### src/rtl/dtc_pkg.sv
// Register map, field layouts and encodings of the dual timer/counter block
package dtc_pkg;

    localparam int ADR_W = 8;

    // Word offsets on the register bus
    localparam logic [ADR_W-1:0] OFS_CNT1  = 8'h00;
    localparam logic [ADR_W-1:0] OFS_RCA   = 8'h04;
    localparam logic [ADR_W-1:0] OFS_RB    = 8'h08;
    localparam logic [ADR_W-1:0] OFS_CNT2  = 8'h0c;
    localparam logic [ADR_W-1:0] OFS_PSC   = 8'h10;
    localparam logic [ADR_W-1:0] OFS_CKSEL = 8'h14;
    localparam logic [ADR_W-1:0] OFS_CTRL  = 8'h18;
    localparam logic [ADR_W-1:0] OFS_PEND  = 8'h1c;
    localparam logic [ADR_W-1:0] OFS_PCLR  = 8'h20;

    // Reset values and fixed values
    localparam logic [7:0]  CTRL_RST   = 8'h00;
    localparam logic [7:0]  CKSEL_RST  = 8'h00;
    localparam logic [4:0]  PSC_RST    = 5'h00;
    localparam logic [3:0]  PEND_RST   = 4'h0;
    localparam logic [15:0] PRESET_VAL = 16'hffff;
    localparam logic [7:0]  PCLR_READ  = 8'hff;

    // Field positions
    localparam int CTRL_OUT_BIT = 6;
    localparam int PEND_A       = 0;
    localparam int PEND_B       = 1;
    localparam int PEND_C       = 2;
    localparam int PEND_D       = 3;
    localparam logic [7:0] CTRL_RW_MASK  = 8'hd7;
    localparam logic [7:0] CKSEL_RW_MASK = 8'h3f;

    typedef enum logic [1:0] {
        MODE_PWM     = 2'b00,
        MODE_CAPTURE = 2'b01,
        MODE_DUAL    = 2'b10,
        MODE_RSVD    = 2'b11
    } dtc_mode_e;

    typedef enum logic [2:0] {
        CK_STOP   = 3'b000,
        CK_PRESC  = 3'b001,
        CK_SRC2   = 3'b010,
        CK_SRC3   = 3'b011,
        CK_SRC4   = 3'b100,
        CK_SRC5   = 3'b101,
        CK_RSVD6  = 3'b110,
        CK_RSVD7  = 3'b111
    } dtc_cksrc_e;

    typedef struct packed {
        logic       module_enable;
        logic       pin_output_level;
        logic       rsv5;
        logic       pin_function_enable;
        logic       rsv3;
        logic       pin_edge_polarity;
        dtc_mode_e  operating_mode_field;
    } dtc_ctrl_s;

    typedef struct packed {
        logic [1:0] rsv;
        dtc_cksrc_e counter_two_clk_select;
        dtc_cksrc_e counter_one_clk_select;
    } dtc_cksel_s;

endpackage

### src/rtl/dtc_top.sv
// Dual timer/counter with mode control, prescaler and Wishbone register slave
//
// The register offsets and the Wishbone slave port were left to the implementer.
`timescale 1ns/1ps

// Notes on behaviour
// (RULE_01) Select 000 stops counter one
// (RULE_02) Select 001 clocks counter one from prescaler
// (RULE_03) Software never programs select codes 110, 111
// (RULE_04) Counter two has its own identical select
// (RULE_05) Counter one: 16-bit live count, reset-free
// (RULE_06) Counter two: 16-bit live count, reset-free
// (RULE_07) Reload/capture one: 16-bit, reset-free
// (RULE_08) Reload two: 16-bit, reset-free
// (RULE_09) Mode control clears to zero on reset
// (RULE_10) Mode field: PWM, capture, dual, reserved
// (RULE_11) Edge bit: 0 falling, 1 rising
// (RULE_12) Capture mode pin edge presets counter FFFF
// (RULE_13) Other modes pin is PWM output
// (RULE_14) Output bit tracks pin; software write wins
// (RULE_15) Output bit ignored while pin is input
// (RULE_16) Disabled: counters stop, data writes blocked
// (RULE_17) Disable clears prescaler, pending; pin input
// (RULE_18) Non-stopped select starts counter; reset stops; here only select 001 starts a counter, 010 to 101 leave it stopped
// (RULE_19) Prescaled clock divides by divisor plus one
// (RULE_20) Reload two keeps last write always
module dtc_top (
    input  wire logic                      clk_i,
    input  wire logic                      rst_i,
    input  wire logic                      wb_cyc_i,
    input  wire logic                      wb_stb_i,
    input  wire logic                      wb_we_i,
    input  wire logic [dtc_pkg::ADR_W-1:0] wb_adr_i,
    input  wire logic [3:0]                wb_sel_i,
    input  wire logic [31:0]               wb_dat_i,
    output wire logic [31:0]               wb_dat_o,
    output wire logic                      wb_ack_o,
    input  wire logic                      timer_io_pin_i,
    output wire logic                      timer_io_pin_o,
    output wire logic                      timer_io_pin_oe_o
);
    import dtc_pkg::*;

    dtc_ctrl_s   ctrl_q;
    dtc_cksel_s  cksel_q;
    logic [4:0]  psc_div_q;
    logic [4:0]  psc_cnt_q;
    logic [15:0] counter_one_value_q;
    logic [15:0] counter_two_value_q;
    logic [15:0] reload_capture_one_q;
    logic [15:0] reload_two_q;
    logic [3:0]  pend_q;
    logic        ack_q;
    logic [31:0] rdat_q;
    logic [31:0] rdat_d;
    logic        pin_prev_q;
    logic        pin_o_q;
    logic        pin_oe_q;

    function automatic logic [15:0] merge16(input logic [15:0] old,
                                            input logic [15:0] nv,
                                            input logic [1:0]  be);
        merge16 = {be[1] ? nv[15:8] : old[15:8], be[0] ? nv[7:0] : old[7:0]};
    endfunction

    logic req;
    logic wr;
    assign req = wb_cyc_i & wb_stb_i & ~ack_q;
    assign wr  = req & wb_we_i;

    // Bus signals are passed in, so the continuous assigns below see them change
    function automatic logic wr_at(input logic             w,
                                   input logic [ADR_W-1:0] a,
                                   input logic [ADR_W-1:0] ofs);
        wr_at = w && (a == ofs);
    endfunction

    // Mode decode
    logic      en;
    dtc_mode_e mode;
    logic      cap_mode;
    logic      mode_ok;
    logic      pin_is_out;
    assign en       = ctrl_q.module_enable;
    assign mode     = ctrl_q.operating_mode_field;
    assign cap_mode = (mode == MODE_CAPTURE);                              // [RULE_10]
    assign mode_ok  = (mode != MODE_RSVD);                                 // [RULE_10]
    // Pin drives only when enabled and not capturing
    assign pin_is_out = en && ctrl_q.pin_function_enable
                        && (mode == MODE_PWM || mode == MODE_DUAL);        // [RULE_13]

    // Register write strobes; data registers are frozen while disabled
    logic wr_cnt1;
    logic wr_cnt2;
    logic wr_rca;
    logic wr_rb;
    logic wr_ctrl;
    logic wr_cksel;
    logic wr_psc;
    logic wr_pend;
    logic wr_pclr;
    assign wr_cnt1  = wr_at(wr, wb_adr_i, OFS_CNT1) && en;                 // [RULE_16]
    assign wr_cnt2  = wr_at(wr, wb_adr_i, OFS_CNT2) && en;                 // [RULE_16]
    assign wr_rca   = wr_at(wr, wb_adr_i, OFS_RCA) && en;                  // [RULE_16]
    assign wr_rb    = wr_at(wr, wb_adr_i, OFS_RB) && en;                   // [RULE_16]
    assign wr_pend  = wr_at(wr, wb_adr_i, OFS_PEND) && en && wb_sel_i[0];  // [RULE_16]
    assign wr_ctrl  = wr_at(wr, wb_adr_i, OFS_CTRL) && wb_sel_i[0];
    assign wr_cksel = wr_at(wr, wb_adr_i, OFS_CKSEL) && wb_sel_i[0];
    assign wr_psc   = wr_at(wr, wb_adr_i, OFS_PSC) && wb_sel_i[0];
    assign wr_pclr  = wr_at(wr, wb_adr_i, OFS_PCLR) && wb_sel_i[0];

    // Prescaler: one tick every divisor plus one system clocks
    logic psc_tick;
    assign psc_tick = en && (psc_cnt_q == psc_div_q);                      // [RULE_19]

    always_ff @(posedge clk_i) begin
        if (rst_i || !en || psc_tick) begin
            psc_cnt_q <= PSC_RST;                                          // [RULE_17]
        end else begin
            psc_cnt_q <= psc_cnt_q + 5'h01;
        end
    end

    always_ff @(posedge clk_i) begin
        if (rst_i) begin
            psc_div_q <= PSC_RST;
        end else if (wr_psc) begin
            psc_div_q <= wb_dat_i[4:0];
        end
    end

    // Counter clocks; codes other than the prescaled one leave the
    // counter stopped, so reserved codes are harmless
    logic c1_tick;
    logic c2_tick;
    logic c1_under;
    logic c2_under;
    assign c1_tick  = psc_tick && mode_ok
                      && (cksel_q.counter_one_clk_select == CK_PRESC);     // [RULE_01] [RULE_02] [RULE_03]
    assign c2_tick  = psc_tick && mode_ok
                      && (cksel_q.counter_two_clk_select == CK_PRESC);     // [RULE_04]
    assign c1_under = c1_tick && (counter_one_value_q == 16'h0000);
    assign c2_under = c2_tick && (counter_two_value_q == 16'h0000);

    // Timer pin edge detection
    logic pin_edge;
    logic cap_evt;
    logic preset;
    assign pin_edge = en && (ctrl_q.pin_edge_polarity ? (timer_io_pin_i & ~pin_prev_q)
                                                      : (~timer_io_pin_i & pin_prev_q)); // [RULE_11]
    assign cap_evt  = pin_edge && cap_mode;
    assign preset   = cap_evt && ctrl_q.pin_function_enable;               // [RULE_12]

    always_ff @(posedge clk_i) begin
        if (rst_i) begin
            pin_prev_q <= 1'b0;
        end else begin
            pin_prev_q <= timer_io_pin_i;
        end
    end

    // Clock select; reset clears both fields, stopping both counters
    always_ff @(posedge clk_i) begin
        if (rst_i) begin
            cksel_q <= dtc_cksel_s'(CKSEL_RST);                            // [RULE_18]
        end else if (wr_cksel) begin
            cksel_q <= dtc_cksel_s'(wb_dat_i[7:0] & CKSEL_RW_MASK);        // [RULE_18]
        end
    end

    // Counter one: no reset, value is unknown after power-up
    always_ff @(posedge clk_i) begin
        if (wr_cnt1) begin
            counter_one_value_q <= merge16(counter_one_value_q, wb_dat_i[15:0],
                                           wb_sel_i[1:0]);                 // [RULE_05]
        end else if (preset) begin
            counter_one_value_q <= PRESET_VAL;                             // [RULE_12]
        end else if (c1_under) begin
            counter_one_value_q <= cap_mode ? PRESET_VAL : reload_capture_one_q;
        end else if (c1_tick) begin
            counter_one_value_q <= counter_one_value_q - 16'h0001;         // [RULE_02]
        end
    end

    // Counter two: reloads from reload two on underflow
    always_ff @(posedge clk_i) begin
        if (wr_cnt2) begin
            counter_two_value_q <= merge16(counter_two_value_q, wb_dat_i[15:0],
                                           wb_sel_i[1:0]);                 // [RULE_06]
        end else if (c2_under) begin
            counter_two_value_q <= reload_two_q;
        end else if (c2_tick) begin
            counter_two_value_q <= counter_two_value_q - 16'h0001;         // [RULE_04]
        end
    end

    // Reload/capture one catches the live count on a capture edge
    always_ff @(posedge clk_i) begin
        if (wr_rca) begin
            reload_capture_one_q <= merge16(reload_capture_one_q, wb_dat_i[15:0],
                                            wb_sel_i[1:0]);                // [RULE_07]
        end else if (cap_evt) begin
            reload_capture_one_q <= counter_one_value_q;
        end
    end

    // Reload two is stored whatever the mode, so readback is exact
    always_ff @(posedge clk_i) begin
        if (wr_rb) begin
            reload_two_q <= merge16(reload_two_q, wb_dat_i[15:0], wb_sel_i[1:0]); // [RULE_08] [RULE_20]
        end
    end

    // Pending bits: hardware or software sets, clear register clears;
    // a set in the same cycle as a clear wins
    logic [3:0] pend_set;
    logic [3:0] pend_clr;
    always_comb begin
        pend_set         = 4'h0;
        pend_set[PEND_A] = (c1_under && !cap_mode) || cap_evt;
        pend_set[PEND_C] = c1_under && cap_mode;
        pend_set[PEND_D] = c2_under;
        if (wr_pend) begin
            pend_set = pend_set | wb_dat_i[3:0];
        end
        pend_clr = wr_pclr ? wb_dat_i[3:0] : 4'h0;
    end

    always_ff @(posedge clk_i) begin
        if (rst_i || !en) begin
            pend_q <= PEND_RST;                                            // [RULE_17]
        end else begin
            pend_q <= (pend_q & ~pend_clr) | pend_set;
        end
    end

    // Mode control; a software write to the output bit beats a toggle
    always_ff @(posedge clk_i) begin
        if (rst_i) begin
            ctrl_q <= dtc_ctrl_s'(CTRL_RST);                               // [RULE_09]
        end else if (wr_ctrl) begin
            ctrl_q <= dtc_ctrl_s'(wb_dat_i[7:0] & CTRL_RW_MASK);           // [RULE_14]
        end else if (pin_is_out && c1_under) begin
            ctrl_q.pin_output_level <= ~ctrl_q.pin_output_level;           // [RULE_14]
        end
    end

    // Pin drivers; output bit reaches the pin only in output use
    always_ff @(posedge clk_i) begin
        if (rst_i) begin
            pin_oe_q <= 1'b0;
            pin_o_q  <= 1'b0;
        end else begin
            pin_oe_q <= pin_is_out;                                        // [RULE_15] [RULE_17]
            pin_o_q  <= ctrl_q.pin_output_level;                           // [RULE_14]
        end
    end

    // Read mux; unmapped addresses read zero and ignore writes
    always_comb begin
        rdat_d = 32'h0000_0000;
        case (wb_adr_i)
            OFS_CNT1:  rdat_d[15:0] = counter_one_value_q;
            OFS_CNT2:  rdat_d[15:0] = counter_two_value_q;
            OFS_RCA:   rdat_d[15:0] = reload_capture_one_q;
            OFS_RB:    rdat_d[15:0] = reload_two_q;
            OFS_PSC:   rdat_d[4:0]  = psc_div_q;
            OFS_CKSEL: rdat_d[7:0]  = cksel_q;
            OFS_CTRL:  rdat_d[7:0]  = ctrl_q;
            OFS_PEND:  rdat_d[3:0]  = pend_q;
            OFS_PCLR:  rdat_d[7:0]  = PCLR_READ;
            default:   rdat_d       = 32'h0000_0000;
        endcase
    end

    // Wishbone classic: ack one cycle after the strobe, dropped next cycle
    always_ff @(posedge clk_i) begin
        if (rst_i) begin
            ack_q  <= 1'b0;
            rdat_q <= 32'h0000_0000;
        end else begin
            ack_q  <= req;
            rdat_q <= req ? rdat_d : 32'h0000_0000;
        end
    end

    assign wb_ack_o          = ack_q;
    assign wb_dat_o          = rdat_q;
    assign timer_io_pin_o    = pin_o_q;
    assign timer_io_pin_oe_o = pin_oe_q;

    property p_c1_stop;
        @(posedge clk_i) disable iff (rst_i)
        (cksel_q.counter_one_clk_select == CK_STOP && !wr_cnt1 && !preset)
            |=> $stable(counter_one_value_q);
    endproperty
    a_c1_stop: assert property (p_c1_stop) else $error("counter one moved while stopped"); // [RULE_01]

    property p_c1_count;
        @(posedge clk_i) disable iff (rst_i)
        (c1_tick && counter_one_value_q != 16'h0000 && !wr_cnt1 && !preset)
            |=> counter_one_value_q == $past(counter_one_value_q) - 16'h0001;
    endproperty
    a_c1_count: assert property (p_c1_count) else $error("counter one missed a tick"); // [RULE_02]

    property p_c2_stop;
        @(posedge clk_i) disable iff (rst_i)
        (cksel_q.counter_two_clk_select == CK_STOP && !wr_cnt2)
            |=> $stable(counter_two_value_q);
    endproperty
    a_c2_stop: assert property (p_c2_stop) else $error("counter two moved while stopped"); // [RULE_04]

    property p_psc_wrap;
        @(posedge clk_i) disable iff (rst_i)
        (en && psc_cnt_q == psc_div_q) |=> psc_cnt_q == 5'h00;
    endproperty
    a_psc_wrap: assert property (p_psc_wrap) else $error("prescaler did not wrap"); // [RULE_19]

    property p_off_frozen;
        @(posedge clk_i) disable iff (rst_i)
        !en |=> $stable(counter_one_value_q) && $stable(counter_two_value_q)
                && $stable(reload_capture_one_q) && $stable(reload_two_q);
    endproperty
    a_off_frozen: assert property (p_off_frozen) else $error("data changed while disabled"); // [RULE_16]

    property p_off_clear;
        @(posedge clk_i) disable iff (rst_i)
        !en |=> (pend_q == 4'h0) && !timer_io_pin_oe_o && (psc_cnt_q == 5'h00);
    endproperty
    a_off_clear: assert property (p_off_clear) else $error("disable did not clear state"); // [RULE_17]

    property p_ctrl_rst;
        @(posedge clk_i) disable iff (rst_i)
        $fell(rst_i) |-> ctrl_q == dtc_ctrl_s'(CTRL_RST);
    endproperty
    a_ctrl_rst: assert property (p_ctrl_rst) else $error("mode control not cleared"); // [RULE_09]

    property p_preset;
        @(posedge clk_i) disable iff (rst_i)
        (preset && !wr_cnt1) |=> counter_one_value_q == PRESET_VAL;
    endproperty
    a_preset: assert property (p_preset) else $error("capture edge did not preset"); // [RULE_12]

    property p_fall_capture;
        @(posedge clk_i) disable iff (rst_i)
        (en && cap_mode && !ctrl_q.pin_edge_polarity && pin_prev_q && !timer_io_pin_i
         && !wr_rca) |=> reload_capture_one_q == $past(counter_one_value_q);
    endproperty
    a_fall_capture: assert property (p_fall_capture) else $error("falling edge not captured"); // [RULE_11]

    property p_sw_out;
        @(posedge clk_i) disable iff (rst_i)
        wr_ctrl |=> ##1 timer_io_pin_o == $past(wb_dat_i[CTRL_OUT_BIT], 2);
    endproperty
    a_sw_out: assert property (p_sw_out) else $error("software output bit lost"); // [RULE_14]

    property p_pin_in;
        @(posedge clk_i) disable iff (rst_i)
        (cap_mode || !ctrl_q.pin_function_enable) |=> !timer_io_pin_oe_o;
    endproperty
    a_pin_in: assert property (p_pin_in) else $error("pin driven while input"); // [RULE_15]

    property p_rb_keep;
        @(posedge clk_i) disable iff (rst_i)
        wr_rb |=> reload_two_q == merge16($past(reload_two_q), $past(wb_dat_i[15:0]),
                                          $past(wb_sel_i[1:0]));
    endproperty
    a_rb_keep: assert property (p_rb_keep) else $error("reload two lost a write"); // [RULE_20]

    property p_hw_toggle;
        @(posedge clk_i) disable iff (rst_i)
        (pin_is_out && c1_under && !wr_ctrl)
            |=> ctrl_q.pin_output_level != $past(ctrl_q.pin_output_level);
    endproperty
    a_hw_toggle: assert property (p_hw_toggle) else $error("output bit not toggled"); // [RULE_14]

    property p_pwm_drive;
        @(posedge clk_i) disable iff (rst_i)
        (en && ctrl_q.pin_function_enable && !cap_mode && mode_ok) |=> timer_io_pin_oe_o;
    endproperty
    a_pwm_drive: assert property (p_pwm_drive) else $error("pin not driven as output"); // [RULE_13]

endmodule

### config.mk
export PLATFORM = sky130hd
export DESIGN_NAME = dtc_top
export DESIGN_NICKNAME = d
export VERILOG_FILES = /design/src/rtl/dtc_pkg.sv /design/src/rtl/dtc_top.sv
export SDC_FILE = /design/constraint.sdc
export NUM_CORES = 1
export LEC_CHECK = 0
export BUFFER_PORTS_ARGS = -buffer_cell sky130_fd_sc_hd__buf_2
export CAP_MARGIN = 40
export CORE_ASPECT_RATIO = 0.9
export CORE_MARGIN = 1.5
export CORE_UTILIZATION = 58
export CTS_CLUSTER_DIAMETER = 80
export DETAILED_ROUTE_END_ITERATION = 12
export GPL_TIMING_DRIVEN = 0
export PLACE_DENSITY = 0.77
export SLEW_MARGIN = 40
export SYNTH_ARGS = -nofsm -noshare
export SYNTH_HDL_FRONTEND = slang
export SYNTH_SLANG_ARGS = --single-unit
### constraint.sdc
create_clock -name clk_i -period 2.9 [get_ports clk_i]
set_input_delay 0.58 -clock clk_i [delete_from_list [all_inputs] [get_ports clk_i]]
set_output_delay 0.58 -clock clk_i [all_outputs]
set_load 0.03 [all_outputs]
# ---- After elaboration in Yosys (flattened, before gate mapping)
# Cells that the tools add are included.
# Widths: inputs -> output; s select.
dict set report word_totals {
  regBits 126
  inputBits 50
  output_inout_bits 35
}
dict set report classes {
  add_sub_neg 3
  eq_ne 20
  muxes 21
  bitwise_logic 14
  n_reduce_logical 56
}
# operator n
set ops {}
lappend ops {{$mux 16} 10}
lappend ops {{$pmux 4 s9} 1}
lappend ops {{$logic_and 1x1->1} 33}
lappend ops {{$eq 8x5->1 const B} 4}
lappend ops {{$logic_not 16->1} 2}
lappend ops {{$pmux 8 s4} 1}
lappend ops {{$sub 16x1->16 const B} 2}
lappend ops {{$pmux 3 s7} 1}
lappend ops {{$eq 8x4->1 const B} 2}
lappend ops {{$mux 8} 2}
lappend ops {{$reduce_and 2->1} 8}
lappend ops {{$ne 2x2->1 const B} 7}
lappend ops {{$eq 8x3->1 const B} 1}
lappend ops {{$eq 8x6->1 const B} 1}
lappend ops {{$logic_not 8->1} 1}
lappend ops {{$mux 4} 2}
lappend ops {{$or 4x4->4} 2}
lappend ops {{$pmux 1 s8} 1}
lappend ops {{$eq 3x1->1 const B} 2}
lappend ops {{$add 5x1->5 const B} 1}
lappend ops {{$and 1x1->1} 5}
lappend ops {{$eq 5x5->1} 1}
lappend ops {{$not 1->1} 5}
lappend ops {{$and 4x4->4} 1}
lappend ops {{other kinds (11)} 18}

# ---- Logic depth before layout (Yosys ltp)
dict set report depth {
  word_depth 10
  mapped_depth 8
  mapped_depth_nobuf 7
}

# ---- Least setup slack after synthesis
# Ideal clock, no wire load.
dict set report synth_timing {
  path_type {input to register}
  start {input port wb_adr_i[1] (netlist bit)}
  end {register reload_capture_one_q[10], data pin}
  setup_time_ns 0.260
  arrival_ns 2.337
  t_required_ns 2.640
  setup_slack_ns 0.303
  stages 6
  path_buffers 2
  cell_sequence {or4_1 > clkbuf_1 > nor2_1 > nor4b_2 > buf_2 > mux2_2}
}
dict set report synth_between {
  elab_chain_cells 4
}
# item line
set synth_rtl {}
lappend synth_rtl {{start: declaration} dtc_top.sv:33} ;# input wire logic [dtc_pkg::ADR_W-1:0] wb_adr_i,
lappend synth_rtl {{$eq 8x3->1} dtc_top.sv:75} ;# wr_at = w && (a == ofs);
lappend synth_rtl {{$logic_and 1x1->1} dtc_top.sv:75}
lappend synth_rtl {{$logic_and 1x1->1} dtc_top.sv:104} ;# assign wr_rca = wr_at(wr, wb_adr_i, OFS_RCA) && en;
lappend synth_rtl {{$mux 16} dtc_top.sv:199} ;# if (wr_rca) begin
lappend synth_rtl {{end signal: assignment} dtc_top.sv:200} ;# reload_capture_one_q <= merge16(reload_capture_one_q, wb_dat_i[15:0],
lappend synth_rtl {{end signal: assignment} dtc_top.sv:203} ;# reload_capture_one_q <= counter_one_value_q;
lappend synth_rtl {{end: declaration} dtc_top.sv:50} ;# logic [15:0] reload_capture_one_q;
# No other way between the ends.
# A chain may end at the register's enable or synchronous reset.

# ---- Worst setup path in the final report
dict set report layout_timing {
  start {register psc_div_q[0]}
  end {register counter_one_value_q[11], data pin}
}
dict set report layout_between {
  elab_chain_cells 8
}
# item line
set layout_rtl {}
lappend layout_rtl {{start: declaration} dtc_top.sv:46} ;# logic [4:0] psc_div_q;
lappend layout_rtl {{start signal: assignment} dtc_top.sv:128} ;# psc_div_q <= wb_dat_i[4:0];
lappend layout_rtl {{$eq 5x5->1} dtc_top.sv:114} ;# assign psc_tick = en && (psc_cnt_q == psc_div_q);
lappend layout_rtl {{$logic_and 1x1->1} dtc_top.sv:114}
lappend layout_rtl {{$logic_and 1x1->1} dtc_top.sv:138} ;# assign c1_tick = psc_tick && mode_ok
lappend layout_rtl {{$logic_and 1x1->1} dtc_top.sv:139} ;# && (cksel_q.counter_one_clk_select == CK_PRESC);
lappend layout_rtl {{$logic_and 1x1->1} dtc_top.sv:142} ;# assign c1_under = c1_tick && (counter_one_value_q == 16'h0000);
lappend layout_rtl {{$mux 16} dtc_top.sv:178} ;# end else if (c1_under) begin
lappend layout_rtl {{$mux 16} dtc_top.sv:176} ;# end else if (preset) begin
lappend layout_rtl {{$mux 16} dtc_top.sv:173} ;# if (wr_cnt1) begin
lappend layout_rtl {{end signal: assignment} dtc_top.sv:174} ;# counter_one_value_q <= merge16(counter_one_value_q, wb_dat_i[15:0],
lappend layout_rtl {{end signal: assignment} dtc_top.sv:179} ;# counter_one_value_q <= cap_mode ? PRESET_VAL : reload_capture_one_q;
lappend layout_rtl {{end signal: assignment} dtc_top.sv:181} ;# counter_one_value_q <= counter_one_value_q - 16'h0001;
lappend layout_rtl {{end: declaration} dtc_top.sv:48} ;# logic [15:0] counter_one_value_q;
# No other way between the ends.

==> results.md <==
- Outcome: complete, no violations
- CTS clk-pin slew, worst paths: about 70 ps
- Clk_lat worst skew: around 350 ps
- Fmax: approximately 350 MHz
- DRT iter0 DRCs: 772
- Most common cell after layout, fill and taps aside: nor2_1
- Share of cells above drive strength 1: between 10% and 20%
- Input/output buffers: between 40 and 50
- Hold_ws: 416.8 ps
- Register area share after synthesis: 46.12%
- Vias/cell: 6.578
- Met3 track demand over resource: between 7 and 8%
- Overflow after GRT: 0
- Vias: about 5,600
- Max Cap Viol: 0
- Setup Crit Path Kind: reg2reg
- Worst-Margin Slew: slightly above 800 ps
- Most frequent cells in the layout: nor2_1, edfxtp_1, buf_2
- CP Data Arrival Time: 2930 ps
- Syn_area_per_cell: between 9 and 10 um2
- Synthesized area: 6163 um2
- Slowest CP cell: nor4_2
- Pins Over Slew Limit: 0
- Placed cell areas: 6623 um2
- Post-synthesis cell type count: just over 60
- Overall power: about 3100 uW
- Antenna violations before repair: 0
- Worst vdd ir: between 300 and 400 uV
- Max incr delay on CP: 750 ps
- Clock skew: ~8.9 ps
- Top delay family on crit path: simple AND/OR/NAND/NOR gates
- All-Layer GR Usage: roughly a third
- First-pass GRT wire length: approximately 29,000 um
- LEAKAGE: 0.002774 uW
- H-tree depth: 3
- Final setup fails: 0
- WL final: between 15,000 and 20,000 um
- Tcrit/Tclk final: around 99%
- # rows: 35
- Endpoint class of the critical path: flip-flop
- Final hold vios: 0
- Clk buf depth: 2
- Placed wire-length estimate: 14,310 um
- Largest net degree at the start of global routing: 18
- Post-route DRC: 0
- Worst-path fanout max: 10
- FF+latch count, synth: 110
- Final worst path period need: 2857 ps
- Die H: just over 100 um
- Post-route cell area: 6985 um2
- Die Area: 11,250 um2
- Final design utilization: between 60% and 70%
- CP required: between 2000 and 3000 ps
- Drt pass-1 iters: 5
- Post-CTS Hold Buffers: 0
- Critical path cell sequence: xor2_1 > nor4_2 > nand3_1 > clkbuf_1 > o41ai_1 > a21oi_1
- Startpoint type of the worst setup path: flip-flop
- Routability-driven placement congestion ratio: slightly below 1
- Min-delay worst type: in2reg
- Routed Antenna Nets: 0
- WL per Instance: between 20 and 25 um
- Met2 usage: between 50% and 60%
- Nets: 776
- Synth warnings: 0
- Core Region: slightly above 10,000 um2
- Relative slew slack: roughly 45%
- Initial Util: approximately three fifths
- WP buf/inv: 1
- Vias in the first global route: just over 5,000
- CTS tree: done
- Pwr dens: between 400 and 500 nW/um2
- Diode count: 0
- Die X: ~110 um
- CTS Buf Count: 9
- Most used routing layer: met2
- Post-synthesis cell count: approximately 650
- # IOs: 85
- Top_reg_cell synth: edfxtp_1
- Number of flops mapped to enable cells by yosys: 64
- TritonCTS Sinks: 110
- GR met1 Demand/Resource: between 50% and 60%
- Root buf cell: clkbuf_16
- Setup TNS: 0 ps
- Async set-reset flop share out of synthesis: 0%
- Area Overhead vs Synth: 13.34%
-- cells by family (layout without fill, tap and decap cells) --
logic type | Yosys count | in the layout | synth area share [%]
adders and majority gates | 5 | 5 | 1.015
other | 1 | 16 | 0.06084
DFF | 110 | 110 | 46.12
buffers and inverters | 69 | 133 | 5.359
AOI/OAI and AO/OA | 125 | 125 | 14.27
xor gates and xnor gates | 30 | 30 | 4.263
muxes | 41 | 41 | 7.369
and+or+nand+nor | 266 | 266 | 21.54
-- path summary, 6_finish.rpt --
check                    start                       to  slack (ps)  cells past startpoint
hold / removal     wb_dat_i[1]          reload_two_q[1]         420                      1
setup / recovery  psc_div_q[0]  counter_one_value_q[11]          40                      6
setup reg to reg  psc_div_q[0]  counter_one_value_q[11]          40                      6
hold reg to reg     cksel_q[2]               cksel_q[2]         480                      2
-- metrics by stage --
stage | setup slack [ps] | std cells
3_5_place_dp | -569.0 | 838
5_1_grt | -6.167 | 855
2_1_floorplan | 302.7 | 662
4_1_cts | 45.35 | 854
3_3_place_gp | -681.6 | 838
6_report | 42.79 | 855
-- power breakdown --
| part | switching (uW) | internal [uW] | leakage (uW) | total, uW |
|---|---|---|---|---|
| clock | 563 | 685 | 0.000157 | 1250 |
| sequential | 0.843 | 1640 | 0.00101 | 1640 |
| combinational | 118 | 49.7 | 0.00160 | 168 |
-- cells in the mapped netlist (3+ instances only) --
master	n	area share, %
a311oi_1	3	0.43
a211oi_1	21	2.6
nor4_1	12	1.2
nor3_1	24	1.9
o21ai_0	15	1.2
nor2_1	106	6.5
nand4_1	7	0.71
inv_1	16	0.97
mux2_2	15	2.7
a21o_1	4	0.49
edfxtp_1	64	31
and3_1	8	0.81
clkbuf_1	26	1.6
nand3_1	25	2.0
xor2_1	14	2.0
nor3b_1	3	0.37
or2_2	5	0.51
nor4b_1	3	0.43
nor2b_1	5	0.51
a22oi_1	8	0.97
buf_2	5	0.41
nand2b_1	6	0.61
a31oi_1	6	0.61
dfxtp_1	46	15
o31a_1	4	0.57
and4b_1	3	0.49
ha_1	5	1.0
buf_1	4	0.24
a32oi_1	4	0.57
o41ai_1	3	0.43
and2_1	4	0.41
nand3b_1	5	0.61
a21oi_1	24	1.9
a221oi_1	16	2.3
xnor2_1	16	2.3
buf_4	17	2.1
or3_1	5	0.51
mux2i_1	24	3.9
o22ai_1	3	0.30
nand2_1	33	2.0
-- sequential cells by signal, indices dropped and copies added (netlist names), 2 cells and up --
name	count
wb_dat_o	16
cksel_q	6
counter_two_value_q	16
counter_one_value_q	16
psc_cnt_q	5
ctrl_q	3
reload_two_q	16
psc_div_q	5
pend_q	4
mode	2
reload_capture_one_q	16
-- timing repair --
item	4_1_cts	5_1_grt
resized for setup	5	4
endpoints found under the setup margin	32	25
buffers inserted	0	1
pin swaps	0	0
-- final cells by class --
type | instances | area, um2
fillers | 837 | 3306
multi-input cells | 483 | 3104
flip-flops and latches | 110 | 2843
clock buffers | 12 | 277.8
plain buffers | 53 | 270.3
repair buffers | 48 | 242.7
well taps | 129 | 161.4
inverters | 16 | 60.06
clock inverters | 4 | 26.28
-- layer usage --
layer  share of wire, %  wire (um)  up-vias
met5                  0          0        -
met4                2.2        423        0
met3                 12       2296       40
met2                 44       8398      378
met1                 42       7934     2681
li1                   -          -     2525
-- worst register-to-register path: cells and delay by family (launching register included) --
family,cells,cell delay (ps)
AO/OA/AOI/OAI,2,640
XOR/XNOR,1,180
buffers and inverters,1,350
flip-flops,1,350
AND/OR/NAND/NOR,2,1070
Note: power is estimated with default switching activity, not from simulation.
